File: src/fsg_pkg.sv
// constants and types for the flash self-programming section guard
// assumes a word-addressed program flash of FLASH_AW bits behind the core
package fsg_pkg;

    localparam int FLASH_AW = 12;
    // word address where the halting region starts
    localparam logic [11:0] HALT_BASE = 12'h0C00;
    // boot region starts, indexed by boot size fuses
    localparam logic [11:0] BOOT_BASE_0 = 12'h0C00;
    localparam logic [11:0] BOOT_BASE_1 = 12'h0E00;
    localparam logic [11:0] BOOT_BASE_2 = 12'h0F00;
    localparam logic [11:0] BOOT_BASE_3 = 12'h0F80;
    localparam int ENABLE_WINDOW = 4;
    localparam int PROG_TIME_NS = 4000;
    localparam int CLK_NS = 5;
    localparam int PROG_CYCLES = (PROG_TIME_NS + CLK_NS - 1) / CLK_NS;

    // register offsets
    localparam logic [7:0] CTRL_OFFS = 8'h00;
    localparam logic [7:0] LOCK_OFFS = 8'h04;
    localparam logic [7:0] STAT_OFFS = 8'h08;
    localparam logic [7:0] CFG_OFFS = 8'h0C;

    // control register bit positions
    localparam int BIT_ENABLE = 0;
    localparam int BIT_ERASE = 1;
    localparam int BIT_WRITE = 2;
    localparam int BIT_LOCKSET = 3;
    localparam int BIT_REENABLE = 4;
    localparam int BIT_BUSY = 6;

    // command codes in the low five bits
    localparam logic [4:0] CMD_LOAD = 5'h01;
    localparam logic [4:0] CMD_ERASE = 5'h03;
    localparam logic [4:0] CMD_WRITE = 5'h05;
    localparam logic [4:0] CMD_LOCK = 5'h09;
    localparam logic [4:0] CMD_REEN = 5'h11;

    localparam logic [3:0] LOCK_RESET = 4'hF;
    localparam logic [1:0] BRESP_OKAY = 2'b00;
    localparam logic [1:0] BRESP_SLVERR = 2'b10;

    typedef enum logic [1:0] {
        FSG_IDLE = 2'b00,
        FSG_ARMED = 2'b01,
        FSG_PROG = 2'b11
    } fsg_state_t;

endpackage : fsg_pkg

File: src/fsg_lock_if.sv
// carrier between the guard core and its lock decode
// assumes single clock domain, combinational decode
`timescale 1ns/1ps
`default_nettype none
interface fsg_lock_if;
    logic [1:0] pair;
    logic vec_other;
    logic run_other;
    logic store_block;
    logic load_block;
    logic irq_mask;
    modport core (output pair, output vec_other, output run_other,
        input store_block, input load_block, input irq_mask);
    modport dec (input pair, input vec_other, input run_other,
        output store_block, output load_block, output irq_mask);
endinterface : fsg_lock_if
`default_nettype wire

File: src/fsg_guard.sv
// flash self-programming section guard with axi4-lite registers
// assumes the core drives one-cycle store/load strobes with word address
`timescale 1ns/1ps
`default_nettype none
module fsg_guard #(
    parameter int PROG_CYC = fsg_pkg::PROG_CYCLES
) (
    input wire logic aclk,
    input wire logic aresetn,
    input wire logic [7:0] s_axi_awaddr,
    input wire logic s_axi_awvalid,
    output logic s_axi_awready,
    input wire logic [31:0] s_axi_wdata,
    input wire logic [3:0] s_axi_wstrb,
    input wire logic s_axi_wvalid,
    output logic s_axi_wready,
    output logic [1:0] s_axi_bresp,
    output logic s_axi_bvalid,
    input wire logic s_axi_bready,
    input wire logic [7:0] s_axi_araddr,
    input wire logic s_axi_arvalid,
    output logic s_axi_arready,
    output logic [31:0] s_axi_rdata,
    output logic [1:0] s_axi_rresp,
    output logic s_axi_rvalid,
    input wire logic s_axi_rready,
    input wire logic [11:0] pc_addr,
    input wire logic store_req,
    input wire logic [11:0] store_addr,
    input wire logic [7:0] store_low_data,
    input wire logic load_req,
    input wire logic [11:0] load_addr,
    input wire logic ext_lock_we,
    input wire logic [3:0] ext_lock_data,
    input wire logic chip_erase,
    input wire logic [1:0] boot_size_fuses,
    output logic core_halt,
    output logic rw_block,
    output logic flash_erase_go,
    output logic flash_write_go,
    output logic flash_load_go,
    output logic load_deny,
    output logic irq_mask
);
    // ========================================
    // region decode
    logic [11:0] boot_base;
    logic pc_in_boot, load_in_boot, store_in_boot, store_in_halt;
    always_comb
    begin
        case (boot_size_fuses)
            2'd0: boot_base = fsg_pkg::BOOT_BASE_0;
            2'd1: boot_base = fsg_pkg::BOOT_BASE_1;
            2'd2: boot_base = fsg_pkg::BOOT_BASE_2;
            default: boot_base = fsg_pkg::BOOT_BASE_3;
        endcase
    end
    // every boot base sits at or above the halting base
    assign pc_in_boot = pc_addr >= boot_base;
    assign load_in_boot = load_addr >= boot_base;
    assign store_in_boot = store_addr >= boot_base;
    assign store_in_halt = store_addr >= fsg_pkg::HALT_BASE;

    // ========================================
    // registers and state
    logic [4:0] cmd_reg, cmd_next;
    logic [3:0] lock_reg, lock_next;
    logic vec_boot_reg, vec_boot_next;
    logic busy_reg, busy_next;
    logic halt_reg, halt_next;
    logic [2:0] win_reg, win_next;
    logic [15:0] cnt_reg, cnt_next;
    fsg_pkg::fsg_state_t st_reg, st_next;
    logic ew_go_reg, ew_go_next, ww_go_reg, ww_go_next;
    logic ld_go_reg, ld_go_next, deny_reg, deny_next;
    logic irq_reg, irq_next;

    fsg_lock_if app_if();
    fsg_lock_if boot_if();
    // app pair sits in bits 1:0, boot pair in bits 3:2; separate fields
    assign app_if.pair = lock_reg[1:0];
    assign app_if.run_other = pc_in_boot;
    assign app_if.vec_other = vec_boot_reg;
    assign boot_if.pair = lock_reg[3:2];
    assign boot_if.run_other = ~pc_in_boot;
    assign boot_if.vec_other = ~vec_boot_reg;
    fsg_lock_decode u_app (.lk(app_if.dec));
    fsg_lock_decode u_boot (.lk(boot_if.dec));

    // ========================================
    // axi4-lite slave
    logic aw_hold_reg, aw_hold_next, w_hold_reg, w_hold_next;
    logic [7:0] awa_reg, awa_next;
    logic [31:0] wd_reg, wd_next;
    logic bv_reg, bv_next, rv_reg, rv_next;
    logic [1:0] br_reg, br_next, rr_reg, rr_next;
    logic [31:0] rd_reg, rd_next;
    logic do_wr;
    logic [7:0] wa;
    logic [31:0] wd;

    always_comb
    begin
        aw_hold_next = aw_hold_reg;
        w_hold_next = w_hold_reg;
        awa_next = awa_reg;
        wd_next = wd_reg;
        bv_next = bv_reg;
        br_next = br_reg;
        rv_next = rv_reg;
        rr_next = rr_reg;
        rd_next = rd_reg;
        if (s_axi_awvalid && !aw_hold_reg && !bv_reg)
        begin
            aw_hold_next = 1'b1;
            awa_next = s_axi_awaddr;
        end
        if (s_axi_wvalid && !w_hold_reg && !bv_reg)
        begin
            w_hold_next = 1'b1;
            wd_next = s_axi_wstrb[0] ? s_axi_wdata : 32'h0000_0000;
        end
        do_wr = aw_hold_reg && w_hold_reg;
        wa = awa_reg;
        wd = wd_reg;
        if (do_wr)
        begin
            aw_hold_next = 1'b0;
            w_hold_next = 1'b0;
            bv_next = 1'b1;
            br_next = (wa == fsg_pkg::CTRL_OFFS || wa == fsg_pkg::LOCK_OFFS
                || wa == fsg_pkg::STAT_OFFS || wa == fsg_pkg::CFG_OFFS)
                ? fsg_pkg::BRESP_OKAY : fsg_pkg::BRESP_SLVERR;
        end
        if (bv_reg && s_axi_bready)
            bv_next = 1'b0;
        if (rv_reg && s_axi_rready)
            rv_next = 1'b0;
        if (s_axi_arvalid && !rv_reg)
        begin
            rv_next = 1'b1;
            rr_next = fsg_pkg::BRESP_OKAY;
            case (s_axi_araddr)
                fsg_pkg::CTRL_OFFS: rd_next = {24'h00_0000, 1'b0, busy_reg,
                    1'b0, cmd_reg};
                fsg_pkg::LOCK_OFFS: rd_next = {28'h000_0000, lock_reg};
                fsg_pkg::STAT_OFFS: rd_next = {28'h000_0000, irq_reg,
                    halt_reg, st_reg};
                fsg_pkg::CFG_OFFS: rd_next = {31'h0000_0000, vec_boot_reg};
                default:
                begin
                    rd_next = 32'h0000_0000;
                    rr_next = fsg_pkg::BRESP_SLVERR;
                end
            endcase
        end
    end

    // ========================================
    // store/load sequencer
    always_comb
    begin
        cmd_next = cmd_reg;
        lock_next = lock_reg;
        vec_boot_next = vec_boot_reg;
        busy_next = busy_reg;
        halt_next = halt_reg;
        win_next = win_reg;
        cnt_next = cnt_reg;
        st_next = st_reg;
        ew_go_next = 1'b0;
        ww_go_next = 1'b0;
        ld_go_next = 1'b0;
        deny_next = 1'b0;
        irq_next = pc_in_boot ? boot_if.irq_mask : app_if.irq_mask;
        case (st_reg)
            fsg_pkg::FSG_IDLE:
            begin
                // only the five legal codes arm the store
                if (do_wr && wa == fsg_pkg::CTRL_OFFS &&
                    (wd[4:0] == fsg_pkg::CMD_LOAD ||
                     wd[4:0] == fsg_pkg::CMD_ERASE ||
                     wd[4:0] == fsg_pkg::CMD_WRITE ||
                     wd[4:0] == fsg_pkg::CMD_LOCK ||
                     wd[4:0] == fsg_pkg::CMD_REEN))
                begin
                    cmd_next = wd[4:0];
                    win_next = 3'(fsg_pkg::ENABLE_WINDOW);
                    st_next = fsg_pkg::FSG_ARMED;
                end
            end
            fsg_pkg::FSG_ARMED:
            begin
                // store from app region is disabled: times out
                if (store_req && pc_in_boot)
                begin
                    st_next = fsg_pkg::FSG_IDLE;
                    cmd_next = 5'h00;
                    case (cmd_reg)
                        fsg_pkg::CMD_LOAD:
                        begin
                            ld_go_next = 1'b1;
                            busy_next = 1'b0;
                        end
                        fsg_pkg::CMD_REEN: busy_next = 1'b0;
                        fsg_pkg::CMD_LOCK:
                            // only clears toward programmed (0)
                            lock_next = lock_reg & store_low_data[5:2];
                        default:
                        begin
                            // general lock modes are not inputs here
                            if ((store_in_boot && boot_if.store_block) ||
                                (!store_in_boot && app_if.store_block))
                                deny_next = 1'b1;
                            else
                            begin
                                cmd_next = cmd_reg;
                                st_next = fsg_pkg::FSG_PROG;
                                cnt_next = 16'(PROG_CYC);
                                ew_go_next = cmd_reg == fsg_pkg::CMD_ERASE;
                                ww_go_next = cmd_reg == fsg_pkg::CMD_WRITE;
                                halt_next = store_in_halt;
                                if (!store_in_halt)
                                    busy_next = 1'b1;
                            end
                        end
                    endcase
                end
                else if (win_reg == 3'd1)
                begin
                    st_next = fsg_pkg::FSG_IDLE;
                    cmd_next = 5'h00;
                end
                else
                    win_next = win_reg - 3'd1;
            end
            fsg_pkg::FSG_PROG:
            begin
                if (cnt_reg == 16'd1)
                begin
                    st_next = fsg_pkg::FSG_IDLE;
                    cmd_next = 5'h00;
                    halt_next = 1'b0;
                end
                else
                    cnt_next = cnt_reg - 16'd1;
            end
            default: st_next = fsg_pkg::FSG_IDLE;
        endcase
        if (do_wr && wa == fsg_pkg::CFG_OFFS)
            vec_boot_next = wd[0];
        if (ext_lock_we)
            lock_next = lock_next & ext_lock_data;
        if (chip_erase)
            lock_next = fsg_pkg::LOCK_RESET;
        // blocked loads of other region and loads below the halting base while busy
        if (load_req)
        begin
            if ((load_in_boot && boot_if.load_block) ||
                (!load_in_boot && app_if.load_block))
                deny_next = 1'b1;
            else if (!(busy_reg && load_addr < fsg_pkg::HALT_BASE))
                ld_go_next = 1'b1;
        end
    end

    always_ff @(posedge aclk)
    begin
        if (!aresetn)
        begin
            aw_hold_reg <= 1'b0;
            w_hold_reg <= 1'b0;
            awa_reg <= 8'h00;
            wd_reg <= 32'h0000_0000;
            bv_reg <= 1'b0;
            br_reg <= 2'b00;
            rv_reg <= 1'b0;
            rr_reg <= 2'b00;
            rd_reg <= 32'h0000_0000;
            cmd_reg <= 5'h00;
            lock_reg <= fsg_pkg::LOCK_RESET;
            vec_boot_reg <= 1'b0;
            busy_reg <= 1'b0;
            halt_reg <= 1'b0;
            win_reg <= 3'd0;
            cnt_reg <= 16'h0000;
            st_reg <= fsg_pkg::FSG_IDLE;
            ew_go_reg <= 1'b0;
            ww_go_reg <= 1'b0;
            ld_go_reg <= 1'b0;
            deny_reg <= 1'b0;
            irq_reg <= 1'b0;
        end
        else
        begin
            aw_hold_reg <= aw_hold_next;
            w_hold_reg <= w_hold_next;
            awa_reg <= awa_next;
            wd_reg <= wd_next;
            bv_reg <= bv_next;
            br_reg <= br_next;
            rv_reg <= rv_next;
            rr_reg <= rr_next;
            rd_reg <= rd_next;
            cmd_reg <= cmd_next;
            lock_reg <= lock_next;
            vec_boot_reg <= vec_boot_next;
            busy_reg <= busy_next;
            halt_reg <= halt_next;
            win_reg <= win_next;
            cnt_reg <= cnt_next;
            st_reg <= st_next;
            ew_go_reg <= ew_go_next;
            ww_go_reg <= ww_go_next;
            ld_go_reg <= ld_go_next;
            deny_reg <= deny_next;
            irq_reg <= irq_next;
        end
    end

    assign s_axi_awready = ~aw_hold_reg & ~bv_reg;
    assign s_axi_wready = ~w_hold_reg & ~bv_reg;
    assign s_axi_bvalid = bv_reg;
    assign s_axi_bresp = br_reg;
    assign s_axi_arready = ~rv_reg;
    assign s_axi_rvalid = rv_reg;
    assign s_axi_rdata = rd_reg;
    assign s_axi_rresp = rr_reg;
    assign core_halt = halt_reg;
    assign rw_block = busy_reg;
    assign flash_erase_go = ew_go_reg;
    assign flash_write_go = ww_go_reg;
    assign flash_load_go = ld_go_reg;
    assign load_deny = deny_reg;
    assign irq_mask = irq_reg;
endmodule : fsg_guard
`default_nettype wire

File: src/fsg_lock_decode.sv
// one lock pair decode, used once per flash region
// assumes pair is high bit first, 1 means unprogrammed
`timescale 1ns/1ps
`default_nettype none
module fsg_lock_decode (
    fsg_lock_if.dec lk
);
    always_comb
    begin
        // pair 11 lifts every restriction
        lk.store_block = 1'b0;
        if (!lk.pair[0])
            lk.store_block = 1'b1;
        // load from the other region blocked for pair 0x
        lk.load_block = ~lk.pair[1] & lk.run_other;
        lk.irq_mask = ~lk.pair[1] & lk.vec_other;
    end
endmodule : fsg_lock_decode
`default_nettype wire

File: config.mk
export PLATFORM = sky130hd
export DESIGN_NAME = fsg_guard
export DESIGN_NICKNAME = d
export VERILOG_FILES = /design/src/fsg_pkg.sv /design/src/fsg_lock_if.sv /design/src/fsg_guard.sv /design/src/fsg_lock_decode.sv
export SDC_FILE = /design/constraint.sdc
export NUM_CORES = 1
export LEC_CHECK = 0
export BUFFER_PORTS_ARGS = -buffer_cell sky130_fd_sc_hd__clkbuf_2
export CORE_AREA = 2 2 90 92
export DETAILED_ROUTE_END_ITERATION = 8
export DIE_AREA = 0 0 92 94
export PLACE_DENSITY = 0.87
export REMOVE_ABC_BUFFERS = 1
export SETUP_SLACK_MARGIN = 0.1
export SLEW_MARGIN = 5
export SYNTH_ARGS = -nofsm -noshare
export SYNTH_HDL_FRONTEND = slang
export SYNTH_SLANG_ARGS = --single-unit
File: constraint.sdc
create_clock -name aclk -period 2.8 [get_ports aclk]
set_input_delay 0.56 -clock aclk [delete_from_list [all_inputs] [get_ports aclk]]
set_output_delay 0.56 -clock aclk [all_outputs]
set_load 0.01 [all_outputs]
==> flow_summary.json, run 1 <==
{
  "tightestPinTransition_ns": 0.539,
  "leakage_nw": 1.92,
  "finalCriticalPeriod_ns": 2.55,
  "critPathKind": "primary input to flop",
  "wire_per_inst_um": 13.5,
  "max_stage_delay_ns": 0.53,
  "p_per_area_mw_per_mm2": 466,
  "cp-end-kind": "flop",
  "hold_violations": 0,
  "largest_reg_flops": 16,
  "num_io_pins": 161,
  "slew_violations": 0,
  "whs_ns": 0.402,
  "final-seq-area_sq_mm": 0.00126,
  "final_util_pct": 56.2,
  "place_hpwl_mm": 6.73,
  "cp-start-kind": "primary input",
  "cts_tree": "built",
  "grt_use_total_pct": 20.8,
  "switching_share_pct": 26.3,
  "clockBufferDepth": 2,
  "hp-class": "primary input to flop",
  "grt_overflow": 0,
  "drtIter0Drc": 200,
  "netlist_area_sq_mm": 0.00351,
  "max_slew_margin_pct": 63.8,
  "post_dp_cell_area_sq_mm": 0.00408,
  "pre_cts_slack_ns": -0.137,
  "clkSinkCount": 63,
  "synth.area.top_cells": "dfxtp_1 (36%), nand2_1 (6.3%), buf_4 (6.0%)",
  "fin_worst_skew_ns": 0.0145,
  "yosysTopAreaCell": "dfxtp_1",
  "cts_setup_buffers": 0,
  "cp.arrival_ns": 2.78,
  "syn2layout_area_growth_pct": 21.8,
  "dieArea_sq_mm": 0.00865,
  "async_reset_ff_share_pct": 0,
  "ir_drop_mv": 0.288,
  "power.switching_mw": 0.524,
  "fillCellCount": 707,
  "layout_setup_ws_ns": 0.248,
  "grt_pass1_vias": 3411,
  "grt_pass1_wl_mm": 14.5,
  "drtPass1Iterations": 4,
  "synth_top_area_share_pct": 35.9,
  "io_buffer_count": 98,
  "multi_input_comb_area_sq_mm": 0.00202,
  "crit_fanout": 6,
  "syn_avg_cell_area_sq_um": 8.07,
  "antennaDiodeCount": 0,
  "synth_cell_types": 62,
  "synth_edf_count": 0,
  "antenna_found_initial": 0,
  "cts-root-buf": "clkbuf_8",
  "fp.dieW_um": 92,
  "cp_data_required_time_ns": 3.03,
  "critPathTopFamily": "simple AND/OR/NAND/NOR gates",
  "antenna_left": 0,
  "drc": 0,
  "clk_latency_ns": 0.35,
  "crit_slowest_cell": "or4bb_1",
  "wl_mm": 8.78,
  "p_seq_share_pct": 47.6,
  "ys_ff_latch": 63,
  "htreeDepth": 3,
  "nets": 670,
  "layout-drive-gt1-share_pct": 24.7,
  "yosysWarnings": 0,
  "synthFlopType": "dfxtp_1",
  "fin_tns_setup_ns": 0,
  "final_area_sq_mm": 0.00427,
  "grt_max_degree": 44,
  "place.gp.congestion": 0.904,
  "cp_cell_sequence": "clkbuf_2, inv_1, ha_1, or4bb_1, nor4_4, nand2_1, a21boi_2, buf_12, o22ai_1, a32o_1",
  "fmax_mhz": 392,
  "status": "complete, no violations",
  "clkTransAtPathRegs_ns": 0.06,
  "min_period_over_period_pct": 91.1,
  "syn_inst": 435,
  "internal_power_mw": 1.47,
  "cap_viol_max_count": 0,
  "yosysSeqAreaShare_pct": 35.9,
  "pwr-share-comb_pct": 14.1,
  "cp.buffers_inverters": 3,
  "die_h_um": 94,
  "clockPowerShare_pct": 38.3,
  "via_per_inst": 5.51,
  "rows": 32,
  "rsz0062_at_grt": "false",
  "num_vias": 3577,
  "finalSetupViolations": 0,
  "core-area_sq_mm": 0.00761,
  "start_util_pct": 46.1,
  "cts_buffers": 9
}
[power by group through the flow]
stage	clock network, mW	logic (mW)	registers (mW)
2_1_floorplan	0	0.161	0.964
3_3_place_gp	0	0.263	0.966
3_5_place_dp	0	0.276	0.967
4_1_cts	0.777	0.278	0.947
5_1_grt	0.808	0.315	0.951
6_report	0.762	0.280	0.948
[metrics by stage]
| stage | std cells | power, mW |
|---|---|---|
| after CTS | 649 | 2.00 |
| after global placement | 635 | 1.23 |
| after detailed placement | 635 | 1.24 |
| final | 649 | 1.99 |
| after floorplan | 422 | 1.12 |
| after global routing | 649 | 2.07 |
[cells in the mapped netlist (3+ instances only)]
| library cell | n |
|---|---|
| nand2_1 | 59 |
| clkbuf_1 | 10 |
| mux2i_1 | 6 |
| a211oi_1 | 6 |
| and2_1 | 7 |
| nor4_1 | 7 |
| a22oi_1 | 4 |
| o31ai_1 | 4 |
| nor4b_1 | 3 |
| inv_1 | 19 |
| o22ai_1 | 3 |
| nor3_1 | 9 |
| buf_4 | 28 |
| a22o_1 | 4 |
| o21ai_0 | 20 |
| nor2_1 | 37 |
| or3_1 | 6 |
| a311oi_1 | 4 |
| nand2b_1 | 7 |
| nor3b_1 | 3 |
| ha_1 | 13 |
| a21oi_1 | 31 |
| a211o_1 | 4 |
| o21a_1 | 4 |
| o221ai_1 | 4 |
| a31oi_1 | 6 |
| nand3_1 | 17 |
| dfxtp_1 | 63 |
[what timing repair did]
item | 4_1_cts | 5_1_grt
setup endpoints to repair | 0 | 1
endpoints found under the hold margin | 0 | 0
gates resized for setup | 0 | 2
hold buffers | 0 | 0
[area by class of cell]
type	instances	share of cell area (%)
multi-input combinational	339	47.3
sequential	63	29.5
timing repair buffer	111	14.1
clock buffer	10	3.22
tap	102	2.99
inverter	20	1.76
clock inverter	4	1.11
[final timing paths]
path	from	to	slack, ns	cells past startpoint
max reg2reg	awa_reg[1]	cmd_reg[3]	0.52	6
min reg2reg	awa_reg[6]	awa_reg[6]	0.45	2
max	boot_size_fuses[1]	cnt_reg[3]	0.25	10
min	s_axi_rready	s_axi_rvalid	0.40	2
[logic make-up (layout without fill, tap and decap cells)]
kind of cell,Yosys count,in the layout,synth area share [%]
buffers and inverters,60,145,9.45
other,1,28,0.107
and+or+nand+nor,172,172,24.7
adders and majority gates,13,13,4.64
DFF,63,63,35.9
AOI/OAI and AO/OA,119,119,23.1
muxes,7,7,2.03
[cells in the final DEF, fill, tap and decap left out, types with 6 or more instances in the layout]
cell type	instances
ha_1	13
buf_4	12
nand2b_1	7
nand2_1	59
o21ai_0	20
nor2_1	37
clkbuf_2	98
dfxtp_1	63
a211oi_1	6
or3_1	6
inv_1	19
clkbuf_8	10
a21oi_1	31
conb_1	28
mux2i_1	6
and2_1	7
nor3_1	9
a31oi_1	6
nand3_1	17
nor4_1	7
[metal layers]
metal	share of wire (%)	track usage, %	vias up
li1	-	-	1751
met1	42	24.0	1654
met2	49	35.8	162
met3	8.4	5.14	10
met4	0.95	10.9	0
met5	0	0	-
No activity file was read; power rests on OpenSTA's default activity.
==> run 2: changes to the inputs <==
==> constraint.sdc (replaced) <==
create_clock -name aclk -period 2.8 [get_ports aclk]
set_input_delay 0.28 -clock aclk [delete_from_list [all_inputs] [get_ports aclk]]
set_output_delay 0.28 -clock aclk [all_outputs]
set_load 0.01 [all_outputs]
==> run 2 against run 1 <==
Non-clock buffer count decreased by 6. Hold slack got worse by 0.28 ns. Clock skew decreased by 0.0050 ns. Critical path depth decreased by 4. First-iteration DRC count increased by 45%. Clock power increased by 2.9%. Setup slack improved by 0.11 ns. Die area unchanged. Combinational power decreased by 3%. Core utilization decreased by 0.67 points. Maximum frequency increased by 4.6%. Critical endpoint is now cmd_reg[4]. Largest cell class unchanged.
==> flow_summary.json, run 2 (synthesized netlist as in run 1, its figures left out) <==
{
  "slew_violations": 0,
  "fin_tns_setup_ns": 0,
  "max_slew_margin_pct": 52.5,
  "cp-start-kind": "flop",
  "pwr-share-comb_pct": 13.6,
  "ir_drop_mv": 0.251,
  "grt_use_total_pct": 21.1,
  "tightestPinTransition_ns": 0.710,
  "htreeDepth": 3,
  "grt_pass1_wl_mm": 14.9,
  "mostFrequentLayoutCells": "clkbuf_2 (98), dfxtp_1 (63), nand2_1 (59)",
  "r2r_cells": 6,
  "cp-endpoint": "cmd_reg[4]",
  "critPathKind": "flop to flop",
  "largest_reg_flops": 16,
  "cts_setup_buffers": 0,
  "io_buffer_count": 98,
  "clockBufferDepth": 2,
  "place.gp.congestion": 0.908,
  "wl_mm": 8.73,
  "drc": 0,
  "layout-drive-gt1-share_pct": 23.6,
  "cts_buffers": 9,
  "grt_pass1_vias": 3525,
  "crit_path_start": "cmd_reg[0]",
  "antenna_found_initial": 0,
  "antennaDiodeCount": 0,
  "syn2layout_area_growth_pct": 20.3,
  "cts_resized": 0,
  "internal_power_mw": 1.49,
  "fmax_mhz": 410,
  "clkSinkCount": 63,
  "switching_share_pct": 25.5,
  "cp_data_required_time_ns": 3.03,
  "post_dp_cell_area_sq_mm": 0.00402,
  "finalSetupViolations": 0,
  "fin_worst_skew_ns": 0.00950,
  "nets": 664,
  "crit_fanout": 8,
  "clk_latency_ns": 0.34,
  "p_per_area_mw_per_mm2": 475,
  "hp-class": "primary input to flop",
  "via_per_inst": 5.49,
  "clockPowerShare_pct": 39.1,
  "fillCellCount": 716,
  "antenna_left": 0,
  "clkTransAtPathRegs_ns": 0.06,
  "final_common_cell": "clkbuf_2",
  "leakage_nw": 1.89,
  "cts-root-buf": "clkbuf_8",
  "die_h_um": 94,
  "cts_tree": "built",
  "hold_violations": 0,
  "postCtsHoldBufs": 0,
  "min_period_over_period_pct": 87.1,
  "reg2reg_slack_ns": 0.36,
  "power.switching_mw": 0.510,
  "drtIter0Drc": 289,
  "rsz0062_at_grt": "false",
  "finalCriticalPeriod_ns": 2.44,
  "cap_viol_max_count": 0,
  "rows": 32,
  "core-area_sq_mm": 0.00761,
  "grt_overflow": 0,
  "fp.dieW_um": 92,
  "wire_per_inst_um": 13.6,
  "p_seq_share_pct": 47.3,
  "final_area_sq_mm": 0.00422,
  "dieArea_sq_mm": 0.00865,
  "r2r_end": "cmd_reg[4]",
  "grt_max_degree": 44,
  "num_io_pins": 161,
  "place_hpwl_mm": 6.69,
  "drtPass1Iterations": 4,
  "num_vias": 3533,
  "start_util_pct": 46.1,
  "regToRegStartpoint": "cmd_reg[0]",
  "cp-end-kind": "flop",
  "cp.arrival_ns": 2.67,
  "status": "complete, no violations"
}
run 2: how the worst min path moves through the flow:
stage	endpoint	from	cells past startpoint
after global placement	win_reg[1]	win_reg[1]	2
after global routing	s_axi_rvalid	s_axi_rready	2
after floorplan	s_axi_rvalid	s_axi_rready	1
final	s_axi_rvalid	s_axi_rready	2
after CTS	s_axi_rvalid	s_axi_rready	2
after detailed placement	awa_reg[6]	awa_reg[6]	2
run 2: per-layer routing:
layer | global-route usage (%) | share of wire (%) | vias to the layer above
li1 | - | - | 1745
met1 | 24.0 | 40 | 1604
met2 | 36.8 | 49 | 171
met3 | 6.18 | 9.1 | 13
met4 | 8.96 | 1.6 | 0
met5 | 0 | 0 | -
run 2: power groups by stage:
stage	combinational, mW	sequential, mW	clock [mW]
final	0.272	0.948	0.784
after global routing	0.307	0.951	0.838
after CTS	0.272	0.947	0.799
after detailed placement	0.271	0.968	0
after global placement	0.259	0.966	0
after floorplan	0.161	0.964	0
run 2: cell type report:
| type | count | area (sq um) | share of cell area (%) |
|---|---|---|---|
| Multi-Input combinational cell | 339 | 2020 | 47.8 |
| Sequential cell | 63 | 1260 | 29.9 |
| Timing Repair Buffer | 105 | 543 | 12.9 |
| Clock buffer | 12 | 155 | 3.68 |
| Tap cell | 102 | 128 | 3.02 |
| Inverter | 20 | 75.1 | 1.78 |
| Clock inverter | 3 | 42.5 | 1.01 |
run 2: metrics by stage:
stage / hold WS (ns) / std cells / power (mW) / util [%] / worst slack [ns]
floorplan: 0.379 / 422 / 1.12 / - / 0.456
global placement: 0.441 / 629 / 1.22 / 52.9 / 0.221
detailed placement: 0.448 / 629 / 1.24 / 52.9 / 0.113
CTS: 0.110 / 644 / 2.02 / 55.5 / 0.429
global route: 0.110 / 644 / 2.10 / 55.5 / 0.246
finish: 0.120 / 644 / 2.00 / 55.5 / 0.361
run 2: worst max-delay path, stage by stage, from the launching register on:
cell and delay, ns:
dfxtp_1 0.41, nor3b_1 0.62, nand3_1 0.19, and3_1 0.26
a21boi_2 0.22, o31a_1 0.37, a22o_1 0.25
